==> src/verilog/socket_irq_consts.vh <==
// register offsets, field positions and codes for the socket interrupt and status-change block
`ifndef SOCKET_IRQ_CONSTS_VH
`define SOCKET_IRQ_CONSTS_VH
`define GEN_CTRL_OFFSET       8'h03
`define STATUS_CHANGE_OFFSET  8'h04
`define CHANGE_CFG_OFFSET     8'h05
`define GEN_CTRL_RESET        8'h00
`define STATUS_CHANGE_RESET   8'h00
`define CHANGE_CFG_RESET      8'h00
`define CTRL_RING_BIT         7
`define CTRL_CARD_RESET_BIT   6
`define CTRL_CARD_KIND_BIT    5
`define CTRL_TO_PCI_BIT       4
`define CFG_DETECT_EN_BIT     3
`define CFG_READY_EN_BIT      2
`define CFG_BATLOW_EN_BIT     1
`define CFG_BATEMPTY_EN_BIT   0
`define FLAG_DETECT_BIT       3
`define FLAG_READY_BIT        2
`define FLAG_BATLOW_BIT       1
`define FLAG_BATEMPTY_BIT     0
`define IRQ_SEL_NONE          4'h0
`define IRQ_SEL_SMI           4'h2
`endif

==> src/verilog/socket_irq_status.v <==
// socket interrupt routing, general control and status-change flag logic for a 16-bit card slot
// How it works
// - control bit 7 turns the battery/ring pin into a ring indicate input
// - control bit 6 drives card reset: 0 asserts reset, 1 releases
// - control bit 5 records card kind: 0 memory, 1 I/O
// - bit 4 sends change interrupts to PCI, else use select at 05h
// - bits 3..0 route functional irq of an I/O card (bit 5 set): 0 none, 2 SYSTEM_MANAGEMENT_IRQ, else IRQn
// - functional select zero also forces change interrupts to PCI
// - disabled sources read 0; enabled ones set flag and interrupt host
// - flags clear on read or write-one, per global clear-mode bit 2
// - status bits 7..4 always read zero
// - bit 3 sets on any change of either card detect input
// - memory card: bit 2 sets on ready low-to-high edge
// - I/O card: ready change bit held at zero
// - memory card with ring indicate off: bit 1 sets on battery low; I/O card reads 0
// - bit 0 battery dead for memory, status-changed for I/O cards
// - ring indicate enabled: bit 0 reports the ring input instead
// - change line select 0000 means no routing, reset default
`timescale 1ns/10ps
`default_nettype none
`include "socket_irq_consts.vh"
module socket_irq_status (
	input  wire        clk_sys_i,
	input  wire        sys_rst_i,
	input  wire [7:0]  reg_addr_i,
	input  wire [7:0]  reg_wdata_i,
	input  wire        reg_wr_i,
	input  wire        reg_rd_i,
	output reg  [7:0]  reg_rdata_o,
	input  wire        flag_clear_by_write_i,
	input  wire        card_detect_first_n_i,
	input  wire        card_detect_second_n_i,
	input  wire        card_ready_i,
	input  wire        battery_ring_pin_i,
	input  wire        battery_second_pin_i,
	input  wire        card_status_changed_n_i,
	input  wire        card_func_irq_i,
	output wire        card_reset_o,
	output wire        change_irq_pci_o,
	output wire [15:0] change_irq_lines_o,
	output wire        change_irq_smi_o,
	output wire [15:0] func_irq_lines_o,
	output wire        func_irq_smi_o,
	output wire        ring_indicate_o
);
	reg  [7:0] ctrl_reg;
	reg  [7:0] cfg_reg;
	reg  [3:0] flags_reg;
	reg  [3:0] flags_next;
	reg        cd1_reg;
	reg        cd2_reg;
	reg        ready_reg;
	reg        batt_reg;
	reg        prev_valid_reg;
	wire       ring_function_enable;
	wire       installed_card_kind;
	wire       change_irq_to_pci;
	wire [3:0] functional_irq_select;
	wire [3:0] change_irq_line_select;
	wire       wr_ctrl;
	wire       wr_cfg;
	wire       wr_status;
	wire       rd_status;
	wire [3:0] set_evt;
	wire [3:0] clr_evt;
	wire [3:0] enables;
	wire       any_flag;
	wire       to_pci;
	wire       battery_low_cond;
	wire       battery_empty_cond;
	wire       bit0_cond;
	wire [3:0] status_view;

	assign ring_function_enable   = ctrl_reg[`CTRL_RING_BIT];
	assign installed_card_kind    = ctrl_reg[`CTRL_CARD_KIND_BIT];
	assign change_irq_to_pci      = ctrl_reg[`CTRL_TO_PCI_BIT];
	assign functional_irq_select  = ctrl_reg[3:0];
	assign change_irq_line_select = cfg_reg[7:4];

	// address decode of register strobes
	assign wr_ctrl   = reg_wr_i && (reg_addr_i == `GEN_CTRL_OFFSET);
	assign wr_cfg    = reg_wr_i && (reg_addr_i == `CHANGE_CFG_OFFSET);
	assign wr_status = reg_wr_i && (reg_addr_i == `STATUS_CHANGE_OFFSET);
	assign rd_status = reg_rd_i && (reg_addr_i == `STATUS_CHANGE_OFFSET);

	// control and configuration registers
	// reset to zero
	always @(posedge clk_sys_i) begin
		if (sys_rst_i) begin
			ctrl_reg <= `GEN_CTRL_RESET;
			cfg_reg  <= `CHANGE_CFG_RESET;
		end else begin
			if (wr_ctrl) begin
				ctrl_reg <= reg_wdata_i;
			end
			if (wr_cfg) begin
				cfg_reg <= reg_wdata_i;
			end
		end
	end

	assign card_reset_o = ~ctrl_reg[`CTRL_CARD_RESET_BIT];
	assign ring_indicate_o = ring_function_enable && battery_ring_pin_i;

	// battery pin pair decode: 0x dead, 10 low, 11 good
	assign battery_empty_cond = ~battery_ring_pin_i;
	assign battery_low_cond   = battery_ring_pin_i && ~battery_second_pin_i;

	assign bit0_cond = ring_function_enable ? battery_ring_pin_i :
		(installed_card_kind ? ~card_status_changed_n_i : battery_empty_cond);

	// previous-sample registers for edge detection
	always @(posedge clk_sys_i) begin
		if (sys_rst_i) begin
			cd1_reg        <= 1'b0;
			cd2_reg        <= 1'b0;
			ready_reg      <= 1'b0;
			batt_reg       <= 1'b0;
			prev_valid_reg <= 1'b0;
		end else begin
			cd1_reg        <= card_detect_first_n_i;
			cd2_reg        <= card_detect_second_n_i;
			ready_reg      <= card_ready_i;
			batt_reg       <= bit0_cond;
			prev_valid_reg <= 1'b1;
		end
	end

	assign enables = cfg_reg[3:0];

	assign set_evt[`FLAG_DETECT_BIT] = prev_valid_reg &&
		((cd1_reg != card_detect_first_n_i) || (cd2_reg != card_detect_second_n_i));
	assign set_evt[`FLAG_READY_BIT] = prev_valid_reg && ~installed_card_kind &&
		~ready_reg && card_ready_i;
	assign set_evt[`FLAG_BATLOW_BIT] = ~installed_card_kind && ~ring_function_enable &&
		battery_low_cond;
	assign set_evt[`FLAG_BATEMPTY_BIT] = bit0_cond;

	assign clr_evt = flag_clear_by_write_i ? (wr_status ? reg_wdata_i[3:0] : 4'h0) :
		(rd_status ? 4'hF : 4'h0);

	// flag update: set wins over clear, disabled sources held at zero
	always @* begin
		flags_next = flags_reg;
		flags_next = (flags_next & ~clr_evt) | set_evt;
		flags_next = flags_next & enables;
		if (installed_card_kind) begin
			flags_next[`FLAG_READY_BIT] = 1'b0;
			flags_next[`FLAG_BATLOW_BIT] = 1'b0;
		end
	end

	always @(posedge clk_sys_i) begin
		if (sys_rst_i) begin
			flags_reg <= 4'h0; // low half of the status reset value
		end else begin
			flags_reg <= flags_next;
		end
	end

	// read data register
	// reserved bits zero
	always @(posedge clk_sys_i) begin
		if (sys_rst_i) begin
			reg_rdata_o <= 8'h00;
		end else if (reg_rd_i) begin
			case (reg_addr_i)
				`GEN_CTRL_OFFSET:      reg_rdata_o <= ctrl_reg;
				`STATUS_CHANGE_OFFSET: reg_rdata_o <= {4'h0, status_view};
				`CHANGE_CFG_OFFSET:    reg_rdata_o <= cfg_reg;
				default:               reg_rdata_o <= 8'h00;
			endcase
		end
	end

	// visible flags, ready and battery-low hidden at once for I/O cards
	assign status_view = flags_reg & enables & (installed_card_kind ? 4'h9 : 4'hF);
	assign any_flag = |status_view;
	assign to_pci = change_irq_to_pci || (functional_irq_select == `IRQ_SEL_NONE);
	assign change_irq_pci_o = any_flag && to_pci;

	irq_line_decode u_change_decode (
		.active_i    (any_flag && ~to_pci),
		.select_i    (change_irq_line_select),
		.irq_lines_o (change_irq_lines_o),
		.smi_o       (change_irq_smi_o)
	);

	irq_line_decode u_func_decode (
		.active_i    (card_func_irq_i && installed_card_kind),
		.select_i    (functional_irq_select),
		.irq_lines_o (func_irq_lines_o),
		.smi_o       (func_irq_smi_o)
	);
endmodule // socket_irq_status
`default_nettype wire

==> src/verilog/irq_line_decode.v <==
// decodes a 4-bit interrupt select code into one-hot IRQ lines and the SYSTEM_MANAGEMENT_IRQ line
`timescale 1ns/10ps
`default_nettype none
`include "socket_irq_consts.vh"
module irq_line_decode (
	input  wire       active_i,
	input  wire [3:0] select_i,
	output wire [15:0] irq_lines_o,
	output wire       smi_o
);
	// code 0 routes nowhere, code 2 is the management line, others the same-numbered irq
	genvar g;
	generate
		for (g = 0; g < 16; g = g + 1) begin : g_line
			if (g == 0 || g == 2) begin : g_none
				assign irq_lines_o[g] = 1'b0;
			end else begin : g_irq
				// code of this line held at the select width
				localparam [3:0] LINE_CODE = g;
				assign irq_lines_o[g] = active_i && (select_i == LINE_CODE);
			end
		end
	endgenerate
	assign smi_o = active_i && (select_i == `IRQ_SEL_SMI);
endmodule // irq_line_decode
`default_nettype wire

==> config.mk <==
export PLATFORM = sky130hd
export DESIGN_NAME = socket_irq_status
export DESIGN_NICKNAME = d
export VERILOG_FILES = /design/src/verilog/socket_irq_status.v /design/src/verilog/irq_line_decode.v
export VERILOG_INCLUDE_DIRS = /design/src /design/src/verilog
export SDC_FILE = /design/constraint.sdc
export NUM_CORES = 1
export LEC_CHECK = 0
export ABC_AREA = 1
export BUFFER_PORTS_ARGS = -buffer_cell sky130_fd_sc_hd__buf_2
export CAP_MARGIN = 20
export CORE_ASPECT_RATIO = 0.7
export CORE_MARGIN = 5
export CORE_UTILIZATION = 28
export DETAILED_ROUTE_END_ITERATION = 6
export HOLD_SLACK_MARGIN = 0.02
export PLACE_DENSITY = 0.5
export SLEW_MARGIN = 20
export SYNTH_ARGS = -nofsm -noshare
export SYNTH_HDL_FRONTEND = slang
export SYNTH_HIERARCHICAL = 1
export SYNTH_SLANG_ARGS = --single-unit
==> constraint.sdc <==
create_clock -name clk_sys_i -period 2.1 [get_ports clk_sys_i]
set_input_delay 0.42 -clock clk_sys_i [delete_from_list [all_inputs] [get_ports clk_sys_i]]
set_output_delay 0.42 -clock clk_sys_i [all_outputs]
set_load 0.1 [all_outputs]
Word level (Yosys, flattened, before mapping)
Cells that the tools add are included.
W data, S select, Z words.
Storage, ports and cells
  memory bits (read-only): 0
  logic and storage cells: 116
  bits in registers: 32
  bits in writable memories: 0
  memories: 0
  input port bits: 28
  bits in latches: 0
  output and inout port bits: 45
Operators by class
  div/mod/pow operators: 0
  muxes and demuxes: 8
  $add $sub $neg: 0
  $mul: 0
  bitwise gates (word level): 14
  equal/unequal tests: 35
  reduce and logical (&&, ||, !) cells: 50
  $lt $le $gt $ge: 0
  shifts and indexed selects: 0
Operator list (count)
  $eq A4 B4 Y1 const B: 16
  $logic_and A1 B1 Y1: 45
  $eq A4 B3 Y1 const B: 8
  $pmux W8 S3: 1
  $and A4 B4 Y4: 4
  $eq A4 B2 Y1 const B: 4
  $eq A8 B3 Y1 const B: 2
  $mux W4: 3
  $eq A4 B1 Y1 const B: 2
  $eq A8 B2 Y1 const B: 1
  $not A1 Y1: 8
  $logic_not A4 Y1: 1
  $not A4 Y4: 1
  $or A4 B4 Y4: 1
  $reduce_or A4 Y1: 1
  $mux W1: 3
  $mux W3: 1
  $logic_or A1 B1 Y1: 2
  $ne A1 B1 Y1: 2
  $reduce_or A2 Y1: 1

Logic depth before layout (Yosys ltp)
Gate-level depths: netlist (run 1).
  depth in word-level cells: 8
  mapped depth: 8
  mapped depth without buffers: 7

By module
The synthesis (run 1) kept the hierarchy.
Modules (own cells, without submodules)
  socket_irq_status: cells an instance 213, seq. area each 640.6 um^2, times used 1, area each 1551.5 um^2
  irq_line_decode: cells an instance 30, seq. area each 0.0 um^2, times used 2, area each 125.1 um^2

Least setup slack after synthesis (run 1)
OpenSTA, ideal clock, no wires.
  kind: reg-to-output
  start: register cfg_reg[2]
  end: output change_irq_lines_o[12]
  data arrival time: 2.314 ns
  required time: 1.680 ns
  buffers on the path: 0
  cell stages (with the launch flop): 7
  setup slack: -0.634 ns
  path through: dfxtp_1 nand2_1 nor2_1 nor4_1 nor3_1 nand3_1 nor2_1
Between the ends
  word-level cells in the longest chain between the ends: 5
RTL lines
  start, declared: line socket_irq_status.v:47  | reg [7:0] cfg_reg;
  start signal, assigned: line socket_irq_status.v:91  | cfg_reg <= `CHANGE_CFG_RESET;
  start signal, assigned: line socket_irq_status.v:97  | cfg_reg <= reg_wdata_i;
  $and A4 B4 Y4 (2 in series): line socket_irq_status.v:177  | assign status_view = flags_reg & enables & (installed_card_kind ? 4'h9 : 4'hF);
  $reduce_or A4 Y1: line socket_irq_status.v:178  | assign any_flag = |status_view;
  $logic_and A1 B1 Y1: line socket_irq_status.v:183  | .active_i (any_flag && ~to_pci),
  $logic_and A1 B1 Y1: line irq_line_decode.v:20  | assign irq_lines_o[g] = active_i && (select_i == LINE_CODE);
  end, declared: line socket_irq_status.v:40  | output wire [15:0] change_irq_lines_o,
No other way between the ends.

Worst setup path in the final report (run 1)
  start: register ctrl_reg[0]
  end: output change_irq_lines_o[5]
Between the ends
  word-level cells in the longest chain between the ends: 5
RTL lines
  start, declared: line socket_irq_status.v:46  | reg [7:0] ctrl_reg;
  start signal, assigned: line socket_irq_status.v:90  | ctrl_reg <= `GEN_CTRL_RESET;
  start signal, assigned: line socket_irq_status.v:94  | ctrl_reg <= reg_wdata_i;
  $logic_not A4 Y1 (no line)
  $logic_or A1 B1 Y1: line socket_irq_status.v:179  | assign to_pci = change_irq_to_pci || (functional_irq_select == `IRQ_SEL_NONE);
  $not A1 Y1: line socket_irq_status.v:183
  $logic_and A1 B1 Y1: line socket_irq_status.v:183
  $logic_and A1 B1 Y1: line irq_line_decode.v:20
No other way between the ends.

==> summary.md, run 1 <==
| Metric | Value |
|---|---|
| Synthesized area | 1802 µm² |
| Area occupied by multi-input gates | between 1000 and 1500 µm² |
| Initial antenna violation count | 0 |
| Wl on met1 | 2.829 mm |
| CTS Buf Count | 5 |
| CP peak stage delay | slightly above 0.3 ns |
| CTS H-tree depth | 2 |
| Clock latency on the worst-skew pair | 0.28 ns |
| Tmin final | 2.074 ns |
| Max VDD drop | 0.0002277 V |
| Fill cell count | 640 |
| Worst-path maximum fanout | 4 |
| Final setup violating endpoints | 0 |
| Hold Path Class | in -> reg |
| Post-synth EDFFs | 0 |
| GRT overflow | 0 |
| Worst Path Arrival | about 1.7 ns |
| Hold Vio Cnt, Final | 0 |
| Leak | 1.192 nW |
| Reg-to-reg setup timing slack | 0.95 ns |
| Number of DRC markers in iteration 0 | 158 |
| Area of all placed cells without fillers | 3028 µm² |
| Distinct cells, synth | 25 |
| Status | complete, no violations |
| Sequential Area | 650.6 µm² |
| Post-Place Setup Slack | 0.05267 ns |
| Post-Synthesis Cells | 273 |
| Worst setup path endpoint | change_irq_lines_o[5] |
| Pre-Repair DR Iteration Count | 4 |
| DRC violations left | 0 |
| Placed Area | 2728 µm² |
| Number of inserted diodes | 0 |
| Final ANT Viol Nets | 0 |
| Routed length per placed instance | around 13 µm |
| WL met2 | 2.481 mm |
| Largest net degree at the start of global routing | 20 |
| Max Clock Skew | 0.003538 ns |
| #FFs+latches synth | 32 |
| Vias/cell | 4.599 |
| Root Buffer | clkbuf_8 |
| Post-DP HPWL | 4.478 mm |
| Clock Pin Slew Worst Setup and Hold Paths | 0.06 ns |
| Worst path required time | roughly 1.7 ns |
| Synth-to-layout area growth | 68.06% |
| CP endpoint kind | output port |
| Worst Setup Start Kind | register |
| I/O Buffers | 68 |
| Chip width | ~110 µm |
| First-pass GRT wire length | 9.377 mm |
| Start point of the critical path | ctrl_reg[0] |
| Core ar. | 6246 µm² |
| Nets | approximately 380 |
| Post-synthesis sequential area ratio | 0.3556 |
| Gr usage total | 0.1403 |
| Critical R2R Capture | flags_reg[1] |
| Die area | 8165 µm² |
| Drt total wl | 5.625 mm |
| Power Density | 414.7 nW/µm² |
| Die Y | slightly below 80 µm |
| CTS tree | yes |
| Final WS setup | 0.02571 ns |
| R2r worst-path depth | 6 |
| Routability cong. | between 0.9 and 1 |
| # Max-Cap Violations | 0 |
| RSZ-0062 raised after global routing | true |
| Post-Syn Area per Cell | 6.600 µm² |
| Period utilization | 0.9878 |
| Number of global-route vias before repair | around 1,900 |
| Top Ports | 73 |
| Warnings from Yosys | 6 |
| Worst r2r src | ctrl_reg[5] |
| Clock buffer depth | 2 |
| Routed vias | roughly 2,000 |
| Proportion of layout cells with a drive suffix above 1 | 0.4017 |
| Post-route core utilization | 0.4848 |
| Number of hold buffers added after CTS | 0 |
| Site Rows | 24 |
| Pins Over Slew Limit | 0 |
| Metal3 WL | 291 µm |
| CP max-delay cell | dfxtp_1 |
| DR top layer | met4 |
| Critical path class | reg -> out |
| F_max | 482.1 MHz |
| Main synth FF type | dfxtp_1 |
| Cells along the critical path | nor4_1 -> buf_4 -> nor3_2 -> buf_6 -> nand3_4 -> nor2_4 -> buf_12 |
| Starting density of the core | 0.2885 |
| Async SR Flop Fraction | 0 |
| Num Clock Sinks | 32 |
==> cell families after synthesis <==
| logic type | after synthesis | share of synthesized area |
|---|---|---|
| compound gates | 47 | 0.1472 |
| other cells | 2 | 0.004168 |
| buf+inv | 46 | 0.1194 |
| xor+xnor | 2 | 0.009724 |
| simple gates | 144 | 0.3639 |
| flops | 32 | 0.3556 |
==> synth_stat cells, types with 2 or more instances <==
library cell	number	area share
o21ai_2	6	0.029
dfxtp_1	32	0.36
nor2_1	54	0.11
inv_1	33	0.069
nand3_4	2	0.019
buf_6	3	0.019
o21ai_1	6	0.017
nand2_1	41	0.085
xor2_1	2	0.0097
buf_2	2	0.0056
a21oi_2	2	0.0097
nor4_1	2	0.0069
a21oi_1	24	0.067
buf_4	4	0.017
nand2_2	4	0.014
conb_1	2	0.0042
o21ai_0	9	0.025
nand3_1	38	0.11
==> cells in the final DEF (no fill, tap or decap), drive strengths merged <==
master  instances
a21oi          26
buf            84
clkbuf          7
clkinv          1
conb            4
dfxtp          32
inv            35
nand2          45
nand3          40
nor2           56
nor3            1
nor4            2
o21ai          21
xor2            2
==> critical path: cells and delay by family (launching register included) <==
family	cells	cell delay (ns)
and+or+nand+nor	4	0.55
DFF	1	0.31
buffers and inverters	3	0.49
==> repair_timing <==
action                                  4_1_cts  5_1_grt
endpoints found under the setup margin       15       15
setup buffers                                 1        3
pin swaps                                     6        7
gates resized for setup                      37        3
==> worst min-delay path by stage <==
stage                           to  depth (start not counted)      startpoint  slack, ns
global placement    reg_rdata_o[2]                          2  reg_rdata_o[2]       0.45
finish                   ready_reg                          3    card_ready_i       0.36
floorplan             flags_reg[1]                          2      cfg_reg[1]       0.45
global route             ready_reg                          3    card_ready_i       0.37
detailed placement  reg_rdata_o[2]                          2  reg_rdata_o[2]       0.46
CTS                      ready_reg                          3    card_ready_i       0.35
==> metal layers <==
| metal | vias up | global-route usage |
|---|---|---|
| met5 | - | 0 |
| met4 | 0 | 0.02717 |
| met3 | 2 | 0.04111 |
| met2 | 52 | 0.2156 |
| met1 | 899 | 0.1954 |
| li1 | 1043 | - |
==> where the power goes <==
group	internal [mW]	total, mW	switching [mW]
logic	0.0362	0.130	0.0935
clock network	0.292	0.513	0.222
registers	0.610	0.613	0.00220
==> layout make-up <==
type / instances / share of cell area
Timing Repair Buffer: 84 / 0.2921
Inverter: 36 / 0.04545
Sequential cell: 32 / 0.2149
Multi-Input combinational cell: 197 / 0.3835
Clock buffer: 7 / 0.03182
Tap cell: 78 / 0.03223
==> metrics by stage <==
step	total power, mW	TNS, ns	instances	hold slack [ns]
after global placement	0.7561	0	423	0.4542
after global routing	1.316	-0.8292	434	0.3666
after floorplan	0.7152	-7.273	275	0.4454
after detailed placement	0.7564	0	423	0.4576
after CTS	1.268	-0.1757	431	0.3510
final	1.256	0	434	0.3578
Power figures use the tool's default switching activity.
==> run 2, diff against run 1 <==
--- a/config.mk
+++ b/config.mk
@@ -7,6 +7,7 @@
 export NUM_CORES = 1
 export LEC_CHECK = 0
 export ABC_AREA = 1
+export ABC_CLOCK_PERIOD_IN_PS = 2100
 export BUFFER_PORTS_ARGS = -buffer_cell sky130_fd_sc_hd__buf_2
 export CAP_MARGIN = 20
 export CORE_ASPECT_RATIO = 0.7
@@ -18,5 +19,4 @@
 export SLEW_MARGIN = 20
 export SYNTH_ARGS = -nofsm -noshare
 export SYNTH_HDL_FRONTEND = slang
-export SYNTH_HIERARCHICAL = 1
 export SYNTH_SLANG_ARGS = --single-unit
==> summary.md, run 2 <==
| Metric | Value |
|---|---|
| Status | complete, no violations (unchanged) |
| Number of inserted diodes | 0 (unchanged) |
| Max Clock Skew | 0.002980 ns (was 0.003538 ns) |
| Fill cell count | 640 (unchanged) |
| I/O Buffers | 68 (unchanged) |
| Commonest non-fill, non-tap cell in the layout | nand2_1 (was buf_2) |
| Max VDD drop | 0.0002037 V (was 0.0002277 V) |
| Number of global-route vias before repair | 1,817 (was 1,945) |
| Pins Over Slew Limit | 0 (unchanged) |
| Number of DRC markers in iteration 0 | 119 (was 158) |
| CP endpoint kind | output port (unchanged) |
| #FFs+latches synth | 32 (unchanged) |
| Root Buffer | clkbuf_8 (unchanged) |
| Top Ports | 73 (unchanged) |
| Final ANT Viol Nets | 0 (unchanged) |
| Starting density of the core | 0.2932 (was 0.2885) |
| Worst setup path endpoint | change_irq_lines_o[1] (was change_irq_lines_o[5]) |
| Leak | 1.262 nW (was 1.192 nW) |
| Post-Syn Area per Cell | 6.882 µm² (was 6.600 µm²) |
| Final setup violating endpoints | 0 (unchanged) |
| # Max-Cap Violations | 0 (unchanged) |
| CTS tree | yes (unchanged) |
| CTS H-tree depth | 2 (unchanged) |
| RSZ-0062 raised after global routing | true (unchanged) |
| Power, Total | 1.192 mW (was 1.256 mW) |
| Chip width | 107.4 µm (was 105.9 µm) |
| Count leader, synth | nand2_1 (was nor2_1) |
| Top post-synthesis cells by area | dfxtp_1 (34%), nand2_1 (8.7%), nand3_1 (8.6%), nor2_1 (7.1%), a21oi_1 (7.0%) (was dfxtp_1 (36%), nor2_1 (11%), nand3_1 (11%), nand2_1 (8.5%), inv_1 (6.9%)) |
| GRT overflow | 0 (unchanged) |
| F_max | 481.0 MHz (was 482.1 MHz) |
| Die Y | 78.16 µm (was 77.12 µm) |
| Die area | 8391 µm² (was 8165 µm²) |
| Tmin final | 2.079 ns (was 2.074 ns) |
| Top-area cell type share of the netlist area | 0.3448 (was 0.3556) |
| Gr usage total | 0.1394 (was 0.1403) |
| Post-synthesis sequential area ratio | 0.3448 (was 0.3556) |
| Post-DP HPWL | 4.779 mm (was 4.478 mm) |
| Core ar. | 6336 µm² (was 6246 µm²) |
| Worst path required time | 1.68 ns (about the same) |
| Post-synth EDFFs | 0 (unchanged) |
| Final WS setup | 0.02085 ns (was 0.02571 ns) |
| Clock buffer depth | 2 (unchanged) |
| Synth area leader | dfxtp_1 (unchanged) |
| CTS Buf Count | 5 (unchanged) |
| Drt total wl | 6.076 mm (was 5.625 mm) |
| Proportion of layout cells with a drive suffix above 1 | 0.4269 (was 0.4017) |
| Pre-Repair DR Iteration Count | 4 (unchanged) |
| Number of hold buffers added after CTS | 0 (unchanged) |
| Synth cell count leaders | nand2_1 (43), nor2_1 (35), dfxtp_1 (32), nand3_1 (32), inv_1 (29) (was nor2_1 (54), nand2_1 (41), nand3_1 (38), inv_1 (33), dfxtp_1 (32)) |
| Largest net degree at the start of global routing | 20 (unchanged) |
| Hold Path Class | in -> reg (unchanged) |
| Initial antenna violation count | 0 (unchanged) |
| Critical path class | reg -> out (unchanged) |
| Site Rows | 24 (unchanged) |
| Synth-to-layout area growth | 58.18% (was 68.06%) |
| Most frequent cells in the layout | nand2_1 (41), buf_2 (40), nand3_1 (32) (was buf_2 (40), nand2_1 (39), nor2_1 (35)) |
| Distinct cells, synth | 28 (was 25) |
| Num Clock Sinks | 32 (unchanged) |
| Main synth FF type | dfxtp_1 (unchanged) |
| First-pass GRT wire length | 9.239 mm (was 9.377 mm) |
| Hold Vio Cnt, Final | 0 (unchanged) |
| DRC violations left | 0 (unchanged) |
| Reg-to-reg setup timing slack | 1.02 ns (was 0.95 ns) |
| Critical R2R Capture | reg_rdata_o[2] (was flags_reg[1]) |
| Period utilization | 0.9901 (was 0.9878) |
| Start point of the critical path | cfg_reg[2] (was ctrl_reg[0]) |
| Post-Synthesis Cells | 270 (was 273) |
| Post-Place Setup Slack | 0.3098 ns (was 0.05267 ns) |
| Worst r2r src | cfg_reg[2] (was ctrl_reg[5]) |
| Clock Pin Slew Worst Setup and Hold Paths | 0.06 ns (about the same) |
| Worst Setup Start Kind | register (unchanged) |
| Vias/cell | 4.635 (was 4.599) |
| Worst-path maximum fanout | 8 (was 4) |
| Routability cong. | 0.8011 (was 0.9126) |
| Routed vias | 2,007 (was 1,996) |
| R2r worst-path depth | 7 (was 6) |
| Power Density | 405.6 nW/µm² (was 414.7 nW/µm²) |
| Clock latency on the worst-skew pair | 0.28 ns (about the same) |
| Synthesized area | 1858 µm² (was 1802 µm²) |
| Warnings from Yosys | 0 (was 6) |
| Routed length per placed instance | 14.03 µm (was 12.96 µm) |
| Nets | 370 (was 384) |
| Worst Path Arrival | 1.66 ns (was 1.65 ns) |
| Async SR Flop Fraction | 0 (unchanged) |
-- run 2: cell types whose count changed in the layout (fill, tap and decap cells not counted), sizes merged, moves of 4 or more --
cell,change
nand2,+6
inv,-4
nand3,-6
nor2,-17
buf,-15
nor3,+15
-- run 2: worst min-delay path by stage --
stage                      startpoint        endpoint  slack [ns]  cells past startpoint
5_1_grt                  card_ready_i       ready_reg        0.35                      3
4_1_cts        card_detect_second_n_i         cd2_reg        0.35                      3
3_3_place_gp           reg_rdata_o[7]  reg_rdata_o[7]        0.46                      2
6_report       card_detect_second_n_i         cd2_reg        0.36                      3
2_1_floorplan              cfg_reg[1]    flags_reg[1]        0.45                      2
3_5_place_dp           reg_rdata_o[0]  reg_rdata_o[0]        0.45                      2
-- run 2: power breakdown --
group | total, mW | switching, mW | internal, mW
logic | 0.132 | 0.0966 | 0.0359
registers | 0.612 | 0.00279 | 0.609
clock network | 0.448 | 0.223 | 0.225
-- run 2: metal layers --
layer	global-route usage	vias up	wire length [µm]
li1	-	1011	-
met1	0.2106	911	2987
met2	0.1923	79	2457
met3	0.04262	6	574
met4	0.03026	0	56
met5	0	-	0
-- run 2: repair_timing --
action / 4_1_cts / 5_1_grt
pin swaps: 0 / 5
gates resized for setup: 3 / 30
setup endpoints to repair: 2 / 19
gates cloned: 0 / 1
setup buffers: 0 / 3
hold endpoints to repair: 0 / 0
-- run 2: area by class of cell --
| cell class | instances | area (µm²) | share of cell area |
|---|---|---|---|
| sequential | 32 | 656.9 | 0.2235 |
| timing repair buffer | 73 | 748.2 | 0.2546 |
| clock buffer | 6 | 72.57 | 0.02469 |
| multi-input combinational | 198 | 1217 | 0.4142 |
| clock inverter | 1 | 5.005 | 0.001703 |
| inverter | 32 | 125.1 | 0.04257 |
| tap | 91 | 113.9 | 0.03874 |
-- run 2: kinds of logic (layout without fill, tap and decap cells) --
logic type | after synthesis | count (layout) | share of synthesized area
xor+xnor | 2 | 2 | 0.009429
simple gates | 140 | 141 | 0.3690
buf+inv | 44 | 112 | 0.1212
compound gates | 51 | 51 | 0.1535
flops | 32 | 32 | 0.3448
other cells | 1 | 4 | 0.002018
-- run 2: per-stage QoR --
stage	TNS, ns	hold WS [ns]	utilization	instance area (µm²)	instances
after global placement	0	0.4557	0.4267	2704	422
after floorplan	-5.143	0.4454	-	1974	273
after CTS	0	0.3508	0.4404	2790	429
final	0	0.3557	0.4639	2939	433
after global routing	-0.2075	0.3465	0.4639	2939	433
after detailed placement	0	0.4541	0.4267	2704	422
-- run 2: worst max-delay path: stages, from the launching register on --
cell and delay, ns:
dfxtp_2 0.35, nand2_2 0.06, nor2_2 0.14, nor3_2 0.07, o21ai_4 0.12, nand2_8 0.15, nor3_4 0.27, buf_12 0.21
